[config.mk]
export PLATFORM = sky130hd
export DESIGN_NAME = wdcd_top
export DESIGN_NICKNAME = d
export VERILOG_FILES = /design/src/rtl/wdcd_opcode_decode.v /design/src/rtl/wdcd_identity_select.v /design/src/rtl/wdcd_top.v
export VERILOG_INCLUDE_DIRS = /design/src /design/src/rtl
export SDC_FILE = /design/constraint.sdc
export NUM_CORES = 1
export LEC_CHECK = 0
export ABC_AREA = 1
export BUFFER_PORTS_ARGS = -buffer_cell sky130_fd_sc_hd__buf_2
export CAP_MARGIN = 20
export CORE_MARGIN = 3
export CORE_UTILIZATION = 45
export CTS_BUF_LIST = sky130_fd_sc_hd__clkbuf_8
export DETAILED_ROUTE_END_ITERATION = 6
export GPL_ROUTABILITY_DRIVEN = 0
export PLACE_DENSITY = 0.73
export SLEW_MARGIN = 15
export SYNTH_ARGS = -nofsm -noshare
export SYNTH_HDL_FRONTEND = slang
export SYNTH_SLANG_ARGS = --single-unit
[constraint.sdc]
create_clock -name clock_i -period 2.2 [get_ports clock_i]
set_clock_uncertainty 0.1 [all_clocks]
set_input_delay 0.22 -clock clock_i [delete_from_list [all_inputs] [get_ports clock_i]]
set_output_delay 0.22 -clock clock_i [all_outputs]
set_load 0.02 [all_outputs]
[src/rtl/wdcd_consts.vh]
// constants shared by the common descriptor decoder files
// assumes inclusion by bare name from the rtl/ directory
`ifndef WDCD_CONSTS_VH
`define WDCD_CONSTS_VH

// descriptor geometry, in 8-byte words
`define WDCD_DESC_WORDS      4'd8
`define WDCD_LAST_WORD       3'd7
`define WDCD_WORD_IDENT      3'd0
`define WDCD_WORD_COMPL      3'd1
`define WDCD_WORD_SRC        3'd2
`define WDCD_WORD_DST        3'd3
`define WDCD_WORD_SIZE       3'd4

// descriptor word fields; identity word sits in bits 31:0 of word 0, size and handle in word 4
`define WDCD_PRIV_BIT        31
`define WDCD_SPACE_MSB       19
`define WDCD_SPACE_LSB       0
`define WDCD_OPCODE_MSB      63
`define WDCD_OPCODE_LSB      56
`define WDCD_SIZE_MSB        31
`define WDCD_SIZE_LSB        0
`define WDCD_HANDLE_MSB      63
`define WDCD_HANDLE_LSB      48

// operation codes
`define WDCD_OP_NOOP         8'h00
`define WDCD_OP_BATCH        8'h01
`define WDCD_OP_DRAIN        8'h02
`define WDCD_OP_MOVE         8'h03
`define WDCD_OP_FILL         8'h04
`define WDCD_OP_COMPARE      8'h05
`define WDCD_OP_CMP_PAT      8'h06
`define WDCD_OP_CR_DELTA     8'h07
`define WDCD_OP_AP_DELTA     8'h08
`define WDCD_OP_DUALCAST     8'h09
`define WDCD_OP_XLAT_FETCH   8'h0A
`define WDCD_OP_CRC_GEN      8'h10
`define WDCD_OP_COPY_CRC     8'h11
`define WDCD_OP_DIF_CHECK    8'h12
`define WDCD_OP_DIF_INSERT   8'h13
`define WDCD_OP_DIF_STRIP    8'h14
`define WDCD_OP_DIF_UPDATE   8'h15
`define WDCD_OP_DIX_GEN      8'h17
`define WDCD_OP_TYPE_CONV    8'h18
`define WDCD_OP_REDUCE       8'h19
`define WDCD_OP_REDUCE_DC    8'h1A
`define WDCD_OP_GATHER_RED   8'h1B
`define WDCD_OP_GATHER_CPY   8'h1C
`define WDCD_OP_SCATTER_CPY  8'h1D
`define WDCD_OP_SCATTER_FIL  8'h1E
`define WDCD_OP_CACHE_FLUSH  8'h20
`define WDCD_OP_WIN_UPDATE   8'h21
`define WDCD_OP_ID_COPY      8'h23
`define WDCD_OP_ID_FILL      8'h24
`define WDCD_OP_ID_COMPARE   8'h25
`define WDCD_OP_ID_CMP_PAT   8'h26

// operation classes, one-hot apart from none, which is zero
`define WDCD_CLS_NONE        4'h0
`define WDCD_CLS_CONTROL     4'h1
`define WDCD_CLS_DATA        4'h2
`define WDCD_CLS_INTEGRITY   4'h4
`define WDCD_CLS_GATHER      4'h8

// completion status codes
`define WDCD_STATUS_OK       8'h00
`define WDCD_STATUS_UNSUPP   8'h10

// register byte offsets
`define WDCD_REG_CTRL        8'h00
`define WDCD_REG_STATUS      8'h04
`define WDCD_REG_ACCEPT_CNT  8'h08
`define WDCD_REG_UNSUPP_CNT  8'h0C
`define WDCD_REG_LENERR_CNT  8'h10
`define WDCD_REG_LAST_IDENT  8'h14
`define WDCD_REG_LAST_OP     8'h18
`define WDCD_REG_QCFG_BASE   8'h20

// register fields and reset values
`define WDCD_CTRL_EN_BIT     0
`define WDCD_CTRL_CLR_BIT    1
`define WDCD_CTRL_RESET      32'h0000_0001
`define WDCD_QCFG_RESET      32'h0000_0000
`define WDCD_QCFG_MASK       32'h800F_FFFF

// axi responses
`define WDCD_RESP_OKAY       2'b00
`define WDCD_RESP_SLVERR     2'b10

`endif

[src/rtl/wdcd_opcode_decode.v]
// operation code decoder for the common descriptor decoder
// assumes the code comes straight from the descriptor word; purely combinational
`timescale 1ns/10ps
`include "wdcd_consts.vh"

module wdcd_opcode_decode
(
   // code in
   input  wire [7:0] opcode_i,
   // decode out
   output reg        reserved_o,
   output reg        batch_o,
   output reg  [3:0] class_o
);

   always @*
   begin
      reserved_o = 1'b0;
      batch_o    = 1'b0;
      class_o    = `WDCD_CLS_NONE;
      case (opcode_i)
         `WDCD_OP_NOOP, `WDCD_OP_DRAIN, `WDCD_OP_XLAT_FETCH:
            class_o = `WDCD_CLS_CONTROL;
         `WDCD_OP_BATCH:
         begin
            class_o = `WDCD_CLS_CONTROL;
            batch_o = 1'b1;
         end
         `WDCD_OP_MOVE, `WDCD_OP_FILL, `WDCD_OP_COMPARE, `WDCD_OP_CMP_PAT,
         `WDCD_OP_CR_DELTA, `WDCD_OP_AP_DELTA, `WDCD_OP_DUALCAST:
            class_o = `WDCD_CLS_DATA;
         `WDCD_OP_CRC_GEN, `WDCD_OP_COPY_CRC, `WDCD_OP_DIF_CHECK,
         `WDCD_OP_DIF_INSERT, `WDCD_OP_DIF_STRIP, `WDCD_OP_DIF_UPDATE,
         `WDCD_OP_DIX_GEN:
            class_o = `WDCD_CLS_INTEGRITY;
         `WDCD_OP_TYPE_CONV, `WDCD_OP_REDUCE, `WDCD_OP_REDUCE_DC,
         `WDCD_OP_GATHER_RED, `WDCD_OP_GATHER_CPY, `WDCD_OP_SCATTER_CPY,
         `WDCD_OP_SCATTER_FIL:
            class_o = `WDCD_CLS_GATHER;
         `WDCD_OP_CACHE_FLUSH, `WDCD_OP_WIN_UPDATE:
            class_o = `WDCD_CLS_CONTROL;
         `WDCD_OP_ID_COPY, `WDCD_OP_ID_FILL, `WDCD_OP_ID_COMPARE,
         `WDCD_OP_ID_CMP_PAT:
            class_o = `WDCD_CLS_DATA;
         default:
            reserved_o = 1'b1;
      endcase
   end

endmodule // wdcd_opcode_decode

[src/rtl/wdcd_identity_select.v]
// picks the privilege and address space id that a descriptor runs under
// assumes all inputs are on the decoder clock and stable when read
`timescale 1ns/10ps
`include "wdcd_consts.vh"

module wdcd_identity_select
(
   // arrival context
   input  wire        shared_i,
   input  wire        in_batch_i,
   // identity word from the descriptor
   input  wire [31:0] ident_i,
   // queue configuration and enclosing batch
   input  wire [31:0] queue_cfg_i,
   input  wire        batch_priv_i,
   input  wire [19:0] batch_space_id_i,
   // resolved identity
   output reg         priv_o,
   output reg  [19:0] space_id_o
);

   // bits 30:20 of the identity word are never looked at
   always @*
   begin
      if (in_batch_i)
      begin
         priv_o     = batch_priv_i;
         space_id_o = batch_space_id_i;
      end
      else if (shared_i)
      begin
         // trusted as is: filled by the core or privileged software
         priv_o     = ident_i[`WDCD_PRIV_BIT];
         space_id_o = ident_i[`WDCD_SPACE_MSB:`WDCD_SPACE_LSB];
      end
      else
      begin
         priv_o     = queue_cfg_i[`WDCD_PRIV_BIT];
         space_id_o = queue_cfg_i[`WDCD_SPACE_MSB:`WDCD_SPACE_LSB];
      end
   end

endmodule // wdcd_identity_select

[src/rtl/wdcd_top.v]
// common field decoder for 64-byte work descriptors, with axi4-lite registers
// assumes descriptor words come from logic on clock_i, eight 8-byte words each
//
// Design decisions made here: the address map and register access over AXI4-Lite.
`timescale 1ns/10ps
`include "wdcd_consts.vh"

module wdcd_top
#(
   parameter QUEUES = 2,
   parameter QIDX_W = 1,
   parameter ADDR_W = 8
)
(
   // clock and reset
   input  wire              clock_i,
   input  wire              sys_rst_i,
   // axi4-lite write
   input  wire [ADDR_W-1:0] s_axi_awaddr_i,
   input  wire              s_axi_awvalid_i,
   output wire              s_axi_awready_o,
   input  wire [31:0]       s_axi_wdata_i,
   input  wire [3:0]        s_axi_wstrb_i,
   input  wire              s_axi_wvalid_i,
   output wire              s_axi_wready_o,
   output wire [1:0]        s_axi_bresp_o,
   output wire              s_axi_bvalid_o,
   input  wire              s_axi_bready_i,
   // axi4-lite read
   input  wire [ADDR_W-1:0] s_axi_araddr_i,
   input  wire              s_axi_arvalid_i,
   output wire              s_axi_arready_o,
   output wire [31:0]       s_axi_rdata_o,
   output wire [1:0]        s_axi_rresp_o,
   output wire              s_axi_rvalid_o,
   input  wire              s_axi_rready_i,
   // descriptor words in
   input  wire              desc_valid_i,
   output wire              desc_ready_o,
   input  wire [63:0]       desc_word_i,
   input  wire              desc_last_i,
   input  wire              desc_shared_i,
   input  wire              desc_in_batch_i,
   input  wire [QIDX_W-1:0] desc_queue_i,
   // decoded descriptor out
   output wire              dec_valid_o,
   input  wire              dec_ready_i,
   output wire              dec_priv_o,
   output wire [19:0]       dec_space_id_o,
   output wire [7:0]        dec_opcode_o,
   output wire [3:0]        dec_class_o,
   output wire              dec_batch_o,
   output wire              dec_unsupported_o,
   output wire [7:0]        dec_status_o,
   output wire [63:0]       dec_compl_addr_o,
   output wire [63:0]       dec_src_addr_o,
   output wire [63:0]       dec_dst_addr_o,
   output wire [31:0]       dec_xfer_size_o,
   output wire [15:0]       dec_int_handle_o
);

   localparam [2:0] ST_COLLECT = 3'b001;
   localparam [2:0] ST_DRAIN   = 3'b010;
   localparam [2:0] ST_HOLD    = 3'b100;

   function [31:0] apply_strb;
      input [31:0] old_v;
      input [31:0] new_v;
      input [3:0]  strb;
      integer      k;
      begin
         apply_strb = old_v;
         for (k = 0; k < 4; k = k + 1)
            if (strb[k])
               apply_strb[k*8 +: 8] = new_v[k*8 +: 8];
      end
   endfunction

   function qcfg_hit;
      input [ADDR_W-1:0] a;
      begin
         qcfg_hit = (a >= `WDCD_REG_QCFG_BASE) && (a[1:0] == 2'b00) &&
                    (((a - `WDCD_REG_QCFG_BASE) >> 2) < QUEUES);
      end
   endfunction

   function [QIDX_W-1:0] qcfg_idx;
      input [ADDR_W-1:0] a;
      reg   [ADDR_W-1:0] d;
      begin
         d        = (a - `WDCD_REG_QCFG_BASE) >> 2;
         qcfg_idx = d[QIDX_W-1:0];
      end
   endfunction

   // bus registers
   reg              awready_q, wready_q, bvalid_q, arready_q, rvalid_q;
   reg              aw_hold_q, w_hold_q;
   reg [ADDR_W-1:0] aw_addr_q;
   reg [31:0]       w_data_q;
   reg [3:0]        w_strb_q;
   reg [1:0]        bresp_q, rresp_q;
   reg [31:0]       rdata_q;
   reg [31:0]       ctrl_q;
   reg [31:0]       qcfg_q [0:QUEUES-1];
   reg [31:0]       accept_cnt_q, unsupp_cnt_q, lenerr_cnt_q;
   integer          i;

   // descriptor path registers
   reg [2:0]        state_q;
   reg [2:0]        state_d;
   reg [2:0]        widx_q;
   reg              ready_q;
   reg              dvalid_q, dpriv_q, dbatch_q, dunsupp_q, dinb_q;
   reg [19:0]       dspace_q;
   reg [7:0]        dop_q, dstatus_q;
   reg [3:0]        dclass_q;
   reg [63:0]       dcompl_q, dsrc_q, ddst_q;
   reg [31:0]       dsize_q;
   reg [15:0]       dhandle_q;
   reg              batch_priv_q, batch_valid_q;
   reg [19:0]       batch_space_q;

   wire             do_write = aw_hold_q && w_hold_q && !bvalid_q;
   wire             wr_clr   = do_write && (aw_addr_q == `WDCD_REG_CTRL) &&
                               w_strb_q[0] && w_data_q[`WDCD_CTRL_CLR_BIT];
   wire             take     = desc_valid_i && ready_q;
   wire             at_last  = (widx_q == `WDCD_LAST_WORD);
   // a drained tail is not counted again: only collection can see a length error
   wire             len_bad  = take && (state_q == ST_COLLECT) &&
                               (desc_last_i != at_last);
   wire             finish   = take && desc_last_i && at_last && (state_q == ST_COLLECT);
   wire [31:0]      qcfg_sel = (desc_queue_i < QUEUES) ? qcfg_q[desc_queue_i] :
                               `WDCD_QCFG_RESET;

   wire             sel_priv;
   wire [19:0]      sel_space;
   wire             op_res, op_batch;
   wire [3:0]       op_class;
   wire [7:0]       op_code  = desc_word_i[`WDCD_OPCODE_MSB:`WDCD_OPCODE_LSB];

   wdcd_identity_select u_ident
   (
      .shared_i         (desc_shared_i),
      .in_batch_i       (desc_in_batch_i),
      .ident_i          (desc_word_i[31:0]),
      .queue_cfg_i      (qcfg_sel),
      .batch_priv_i     (batch_priv_q),
      .batch_space_id_i (batch_space_q),
      .priv_o           (sel_priv),
      .space_id_o       (sel_space)
   );

   wdcd_opcode_decode u_opdec
   (
      .opcode_i   (op_code),
      .reserved_o (op_res),
      .batch_o    (op_batch),
      .class_o    (op_class)
   );

   // axi write channel: address and data taken in either order
   always @(posedge clock_i)
   begin
      if (sys_rst_i)
      begin
         awready_q <= 1'b1;
         wready_q  <= 1'b1;
         aw_hold_q <= 1'b0;
         w_hold_q  <= 1'b0;
         aw_addr_q <= {ADDR_W{1'b0}};
         w_data_q  <= 32'h0000_0000;
         w_strb_q  <= 4'h0;
         bvalid_q  <= 1'b0;
         bresp_q   <= `WDCD_RESP_OKAY;
         ctrl_q    <= `WDCD_CTRL_RESET;
         for (i = 0; i < QUEUES; i = i + 1)
            qcfg_q[i] <= `WDCD_QCFG_RESET;
      end
      else
      begin
         if (s_axi_awvalid_i && awready_q)
         begin
            aw_hold_q <= 1'b1;
            awready_q <= 1'b0;
            aw_addr_q <= s_axi_awaddr_i;
         end
         if (s_axi_wvalid_i && wready_q)
         begin
            w_hold_q <= 1'b1;
            wready_q <= 1'b0;
            w_data_q <= s_axi_wdata_i;
            w_strb_q <= s_axi_wstrb_i;
         end
         if (do_write)
         begin
            aw_hold_q <= 1'b0;
            w_hold_q  <= 1'b0;
            bvalid_q  <= 1'b1;
            bresp_q   <= `WDCD_RESP_OKAY;
            if (aw_addr_q == `WDCD_REG_CTRL)
               ctrl_q <= apply_strb(ctrl_q, w_data_q, w_strb_q) &
                         32'h0000_0001;
            else if (qcfg_hit(aw_addr_q))
               qcfg_q[qcfg_idx(aw_addr_q)] <=
                  apply_strb(qcfg_q[qcfg_idx(aw_addr_q)], w_data_q, w_strb_q) &
                  `WDCD_QCFG_MASK;
            else if ((aw_addr_q != `WDCD_REG_STATUS) &&
                     (aw_addr_q != `WDCD_REG_ACCEPT_CNT) &&
                     (aw_addr_q != `WDCD_REG_UNSUPP_CNT) &&
                     (aw_addr_q != `WDCD_REG_LENERR_CNT) &&
                     (aw_addr_q != `WDCD_REG_LAST_IDENT) &&
                     (aw_addr_q != `WDCD_REG_LAST_OP))
               bresp_q <= `WDCD_RESP_SLVERR;
         end
         if (bvalid_q && s_axi_bready_i)
         begin
            bvalid_q  <= 1'b0;
            awready_q <= 1'b1;
            wready_q  <= 1'b1;
         end
      end
   end

   // axi read channel
   always @(posedge clock_i)
   begin
      if (sys_rst_i)
      begin
         arready_q <= 1'b1;
         rvalid_q  <= 1'b0;
         rdata_q   <= 32'h0000_0000;
         rresp_q   <= `WDCD_RESP_OKAY;
      end
      else if (s_axi_arvalid_i && arready_q)
      begin
         arready_q <= 1'b0;
         rvalid_q  <= 1'b1;
         rresp_q   <= `WDCD_RESP_OKAY;
         rdata_q   <= 32'h0000_0000;
         case (s_axi_araddr_i)
            `WDCD_REG_CTRL:       rdata_q <= ctrl_q;
            `WDCD_REG_STATUS:     rdata_q <= {15'h0000, batch_valid_q, 5'h00, widx_q,
                                              5'h00, state_q};
            `WDCD_REG_ACCEPT_CNT: rdata_q <= accept_cnt_q;
            `WDCD_REG_UNSUPP_CNT: rdata_q <= unsupp_cnt_q;
            `WDCD_REG_LENERR_CNT: rdata_q <= lenerr_cnt_q;
            `WDCD_REG_LAST_IDENT: rdata_q <= {dpriv_q, 11'h000, dspace_q};
            `WDCD_REG_LAST_OP:    rdata_q <= {16'h0000, dstatus_q, dop_q};
            default:
               if (qcfg_hit(s_axi_araddr_i))
                  rdata_q <= qcfg_q[qcfg_idx(s_axi_araddr_i)];
               else
                  rresp_q <= `WDCD_RESP_SLVERR;
         endcase
      end
      else if (rvalid_q && s_axi_rready_i)
      begin
         rvalid_q  <= 1'b0;
         arready_q <= 1'b1;
      end
   end

   // counters; an event in the clearing cycle is kept
   always @(posedge clock_i)
   begin
      if (sys_rst_i)
      begin
         accept_cnt_q <= 32'h0000_0000;
         unsupp_cnt_q <= 32'h0000_0000;
         lenerr_cnt_q <= 32'h0000_0000;
      end
      else if (wr_clr)
      begin
         accept_cnt_q <= {31'h0000_0000, finish};
         unsupp_cnt_q <= {31'h0000_0000, finish && dunsupp_q};
         lenerr_cnt_q <= {31'h0000_0000, len_bad};
      end
      else
      begin
         if (finish)
            accept_cnt_q <= accept_cnt_q + 32'h0000_0001;
         if (finish && dunsupp_q)
            unsupp_cnt_q <= unsupp_cnt_q + 32'h0000_0001;
         if (len_bad)
            lenerr_cnt_q <= lenerr_cnt_q + 32'h0000_0001;
      end
   end

   // word sequencer; a short or long descriptor is dropped whole
   always @*
   begin
      state_d = state_q;
      case (state_q)
         ST_COLLECT:
            if (finish)
               state_d = ST_HOLD;
            else if (take && at_last && !desc_last_i)
               state_d = ST_DRAIN;
         ST_DRAIN:
            if (take && desc_last_i)
               state_d = ST_COLLECT;
         ST_HOLD:
            if (dec_ready_i)
               state_d = ST_COLLECT;
         default:
            state_d = ST_COLLECT;
      endcase
   end

   always @(posedge clock_i)
   begin
      if (sys_rst_i)
      begin
         state_q <= ST_COLLECT;
         widx_q  <= 3'd0;
         ready_q <= 1'b0;
         dvalid_q <= 1'b0;
      end
      else
      begin
         state_q  <= state_d;
         ready_q  <= (state_d != ST_HOLD) && ctrl_q[`WDCD_CTRL_EN_BIT];
         dvalid_q <= (state_d == ST_HOLD);
         if (take)
            widx_q <= (desc_last_i || state_q == ST_DRAIN && at_last) ? 3'd0 :
                      widx_q + 3'd1;
      end
   end

   // field capture; output fields are stable while the result is offered
   always @(posedge clock_i)
   begin
      if (sys_rst_i)
      begin
         dpriv_q       <= 1'b0;
         dspace_q      <= 20'h0_0000;
         dop_q         <= 8'h00;
         dclass_q      <= `WDCD_CLS_NONE;
         dbatch_q      <= 1'b0;
         dunsupp_q     <= 1'b0;
         dstatus_q     <= `WDCD_STATUS_OK;
         dinb_q        <= 1'b0;
         dcompl_q      <= 64'h0000_0000_0000_0000;
         dsrc_q        <= 64'h0000_0000_0000_0000;
         ddst_q        <= 64'h0000_0000_0000_0000;
         dsize_q       <= 32'h0000_0000;
         dhandle_q     <= 16'h0000;
         batch_priv_q  <= 1'b0;
         batch_space_q <= 20'h0_0000;
         batch_valid_q <= 1'b0;
      end
      else
      begin
         if (take && state_q == ST_COLLECT)
            case (widx_q)
               `WDCD_WORD_IDENT:
               begin
                  dpriv_q   <= sel_priv;
                  dspace_q  <= sel_space;
                  dop_q     <= op_code;
                  dclass_q  <= op_class;
                  dbatch_q  <= op_batch && !op_res;
                  dunsupp_q <= op_res;
                  dstatus_q <= op_res ? `WDCD_STATUS_UNSUPP : `WDCD_STATUS_OK;
                  dinb_q    <= desc_in_batch_i;
               end
               `WDCD_WORD_COMPL: dcompl_q <= desc_word_i;
               `WDCD_WORD_SRC:   dsrc_q   <= desc_word_i;
               `WDCD_WORD_DST:   ddst_q   <= desc_word_i;
               `WDCD_WORD_SIZE:
               begin
                  dsize_q   <= desc_word_i[`WDCD_SIZE_MSB:`WDCD_SIZE_LSB];
                  dhandle_q <= desc_word_i[`WDCD_HANDLE_MSB:`WDCD_HANDLE_LSB];
               end
               default:
                  dinb_q <= dinb_q;
            endcase
         // a batch descriptor's identity governs the members that follow it
         if (finish && dbatch_q && !dinb_q)
         begin
            batch_priv_q  <= dpriv_q;
            batch_space_q <= dspace_q;
            batch_valid_q <= 1'b1;
         end
      end
   end

   assign s_axi_awready_o   = awready_q;
   assign s_axi_wready_o    = wready_q;
   assign s_axi_bresp_o     = bresp_q;
   assign s_axi_bvalid_o    = bvalid_q;
   assign s_axi_arready_o   = arready_q;
   assign s_axi_rdata_o     = rdata_q;
   assign s_axi_rresp_o     = rresp_q;
   assign s_axi_rvalid_o    = rvalid_q;
   assign desc_ready_o      = ready_q;
   assign dec_valid_o       = dvalid_q;
   assign dec_priv_o        = dpriv_q;
   assign dec_space_id_o    = dspace_q;
   assign dec_opcode_o      = dop_q;
   assign dec_class_o       = dclass_q;
   assign dec_batch_o       = dbatch_q;
   assign dec_unsupported_o = dunsupp_q;
   assign dec_status_o      = dstatus_q;
   assign dec_compl_addr_o  = dcompl_q;
   assign dec_src_addr_o    = dsrc_q;
   assign dec_dst_addr_o    = ddst_q;
   assign dec_xfer_size_o   = dsize_q;
   assign dec_int_handle_o  = dhandle_q;

endmodule // wdcd_top

==> flow_summary.ini <==
[layout]
final_common_cell = nand2_1
most-common-layout-cells = nand2_1 (665), dfxtp_1 (476), a21oi_1 (435), buf_2 (433), inv_1 (414)
area_growth_pct = 26.4
finish.net_count = 3948
drive_above_1_share_pct = 19.0
finalNonFillerCells = 4549
fillers = 4697

[worst_setup_path]
worst_path_max_delay_cell = a211o_4
reg2reg_to = qcfg_q[1][0]
crit_buf_inv = 2
path_class = reg -> reg
cp_top_family = simple AND/OR/NAND/NOR gates
rr_worst_depth = 9
r2r_slack_ns = 0.08
critPathMostFrequentCell = ha_4
cp_max_fo = 8
cpPeakStageDelay_ns = 0.34
endpoint_kind = register
worstPathRequired_ns = 2.50
crit_arrival_ns = 2.42
cp_cell_sequence = inv_2, ha_4, ha_4, nand3_2, a211o_4, nor2_8, nand3_4, nand2_4, buf_6
crit_path_start_kind = register
r2r_start = aw_addr_q[5]

[detailed_routing]
routed_wirelength_mm = 83.6
post-route-drc-count = 0
drtIter0Drc = 2357
antenna_left = 0
avgViaCountPerCell = 5.27
dr.pass1.iters = 6
vias = 24000
wire_per_inst_um = 18.4

[synth]
yosysTopAreaCellShare_pct = 40.8
ys_ff_latch = 519
synth_edf_count = 42
syn-cell-area_mm2 = 0.0234
netlist_instances = 3249
yosysTopAreaCell = dfxtp_1
synth_area_per_cell_um2 = 7.20
async_flop_share_pct = 0
ys_types = 47
ys_top_cells_by_area = dfxtp_1 (41%), nand2_1 (11%), a21oi_1 (9.3%)
yosys_warnings = 0
synth_ff_type = dfxtp_1
yosysSeqAreaShare_pct = 46.2

[cts]
cts_tree = done
clkSinkCount = 519
root_buffer = clkbuf_8
htreeDepth = 3
clk_pin_slew_ns = 0.06
clock_path_buffers = 3
clk_latency_ns = 0.70
cts_buffers = 88

[global_routing]
grt_pass1_vias = 21300
grt_use_met3_pct = 7.47
grtUsageTotal_pct = 29.1
grt_busiest_layer = met2
grt.met2_usage_pct = 46.0
antenna_found_initial = 6
grtUsageMet1_pct = 36.8
grt_overflow = 0
grt_start_max_net_pins = 151
grt_pass1_wl_mm = 124

[floorplanning]
dieWidth_um = 234
dieArea_mm2 = 0.0548
initial_core_util_pct = 46.1
ioPinCount = 455
dieHeight_um = 234
fp-row-count = 82
core_area_mm2 = 0.0508

[sta]
layout_setup_ws_ns = 0.0845
finalHoldViolCount = 0
max_freq_ghz = 0.473
setup-violations-final = 0
fin_crit_ns = 2.12
drv_slew = 0
rsz0062_at_grt = no
max-slew-margin-rel_pct = 49.2
worst_slew_pin_slew_ns = 0.755
min_period_over_period_pct = 96.2

[placed_design]
port_buffers = 434
dp_hpwl_mm = 60.0
dpl.cell_count = 4273
dpl_worst_slack_ns = -0.110

[power]
leakagePower_nw = 12.1
power.total_mw = 20.5
p_per_area_mw_per_mm2 = 694
ir_worst_vdd_mv = 0.402

[flow_run]
drv_cap = 0

[min_path]
min_path_cells = 3
hold_path_end = aw_addr_q[2]
hp-class = in -> reg
min_from = s_axi_awvalid_i

[status]
outcome = completed
[final cells by class]
type	instances	area [um2]	share of cell area, %
clock inverters	47	318	1.07
repair buffers	637	4150	14.0
well taps	672	841	2.84
inverters	400	1520	5.13
multi-input cells	2158	10400	35.2
diodes	6	15.0	0.0507
clock buffers	110	1510	5.12
flip-flops and latches	519	10800	36.5
[where the power goes]
part           switching [mW]  internal [mW]  total (mW)
Sequential              0.135           9.70        9.83
Combinational            1.11          0.575        1.68
Clock                    4.13           4.89        9.02
Total                    5.37           15.2        20.5
[synthesized netlist by cell type, drive strengths merged (6+ instances only)]
cell and count:
a21oi 435, buf 63, clkbuf 117, dfxtp 477, edfxtp 42, ha 15, inv 398, mux2i 16
nand2 680, nand3 188, nand3b 9, nand4 34, nor2 288, nor3 54, nor3b 6, o211ai 8
o21ai 372, o22ai 9, xor2 14
[metal layers]
metal,wire length [um],vias to the layer above
met5,13,-
met4,4600,2
met3,8260,269
met2,37600,1191
met1,33200,10800
li1,-,11700
[what timing repair did]
action,CTS,global route
hold endpoints to repair,338,0
pin swaps,3,10
hold buffers,111,0
setup endpoints to repair,35,100
buffers inserted,0,2
resized for setup,8,19
[flip-flops by register name, indices dropped and copies added, names as in the netlist, 3 cells and up]
name              cells
accept_cnt_q         32
aw_addr_q             8
batch_space_q        20
dec_class_o           4
dec_compl_addr_o     64
dec_dst_addr_o       64
dec_int_handle_o     16
dec_opcode_o          8
dec_space_id_o       20
dec_src_addr_o       64
dec_xfer_size_o      32
lenerr_cnt_q         32
qcfg_q               42
s_axi_rdata_o        32
state_q               3
unsupp_cnt_q         32
w_data_q             21
w_strb_q              4
widx_q                3
[stage by stage]
stage               hold WS (ns)  util [%]  area, um2  TNS, ns
floorplan                  0.268         -      23400    -1.51
global placement           0.329      52.2      26500    -1.44
detailed placement         0.332      52.2      26500    -2.76
CTS                       0.0169      58.0      29500        0
global route               0.107      58.3      29600        0
finish                     0.106      58.3      29600        0
[worst register-to-register path, cell delays in order, from the launching register on]
cell and delay, ns:
dfxtp_2 0.33, inv_2 0.05, ha_4 0.16, ha_4 0.26, nand3_2 0.06, a211o_4 0.34, nor2_8 0.22, nand3_4 0.11
nand2_4 0.08, buf_6 0.12
[how the worst max path moves through the flow]
stage / start / to / slack (ns) / cells past startpoint
after floorplan: aw_addr_q[5] / qcfg_q[0][0] / -0.05 / 8
after global placement: aw_addr_q[5] / qcfg_q[1][11] / -0.06 / 8
after detailed placement: aw_addr_q[5] / qcfg_q[1][8] / -0.11 / 8
after CTS: aw_addr_q[5] / qcfg_q[1][7] / 0.0004 / 9
after global routing: aw_addr_q[5] / qcfg_q[1][4] / 0.0002 / 9
final: aw_addr_q[5] / qcfg_q[1][0] / 0.08 / 9
[kinds of logic after synthesis]
logic type               Yosys count  synth area share, %
AO/OA/AOI/OAI                    835                 18.1
buffers and inverters            580                 9.98
AND/OR/NAND/NOR                 1264                 23.5
other                              1               0.0160
adder cells (fa/ha/maj)           15                0.802
multiplexers                      16                0.684
flip-flops                       519                 46.2
XOR/XNOR                          19                0.711
Power figures use the tool's default switching activity.
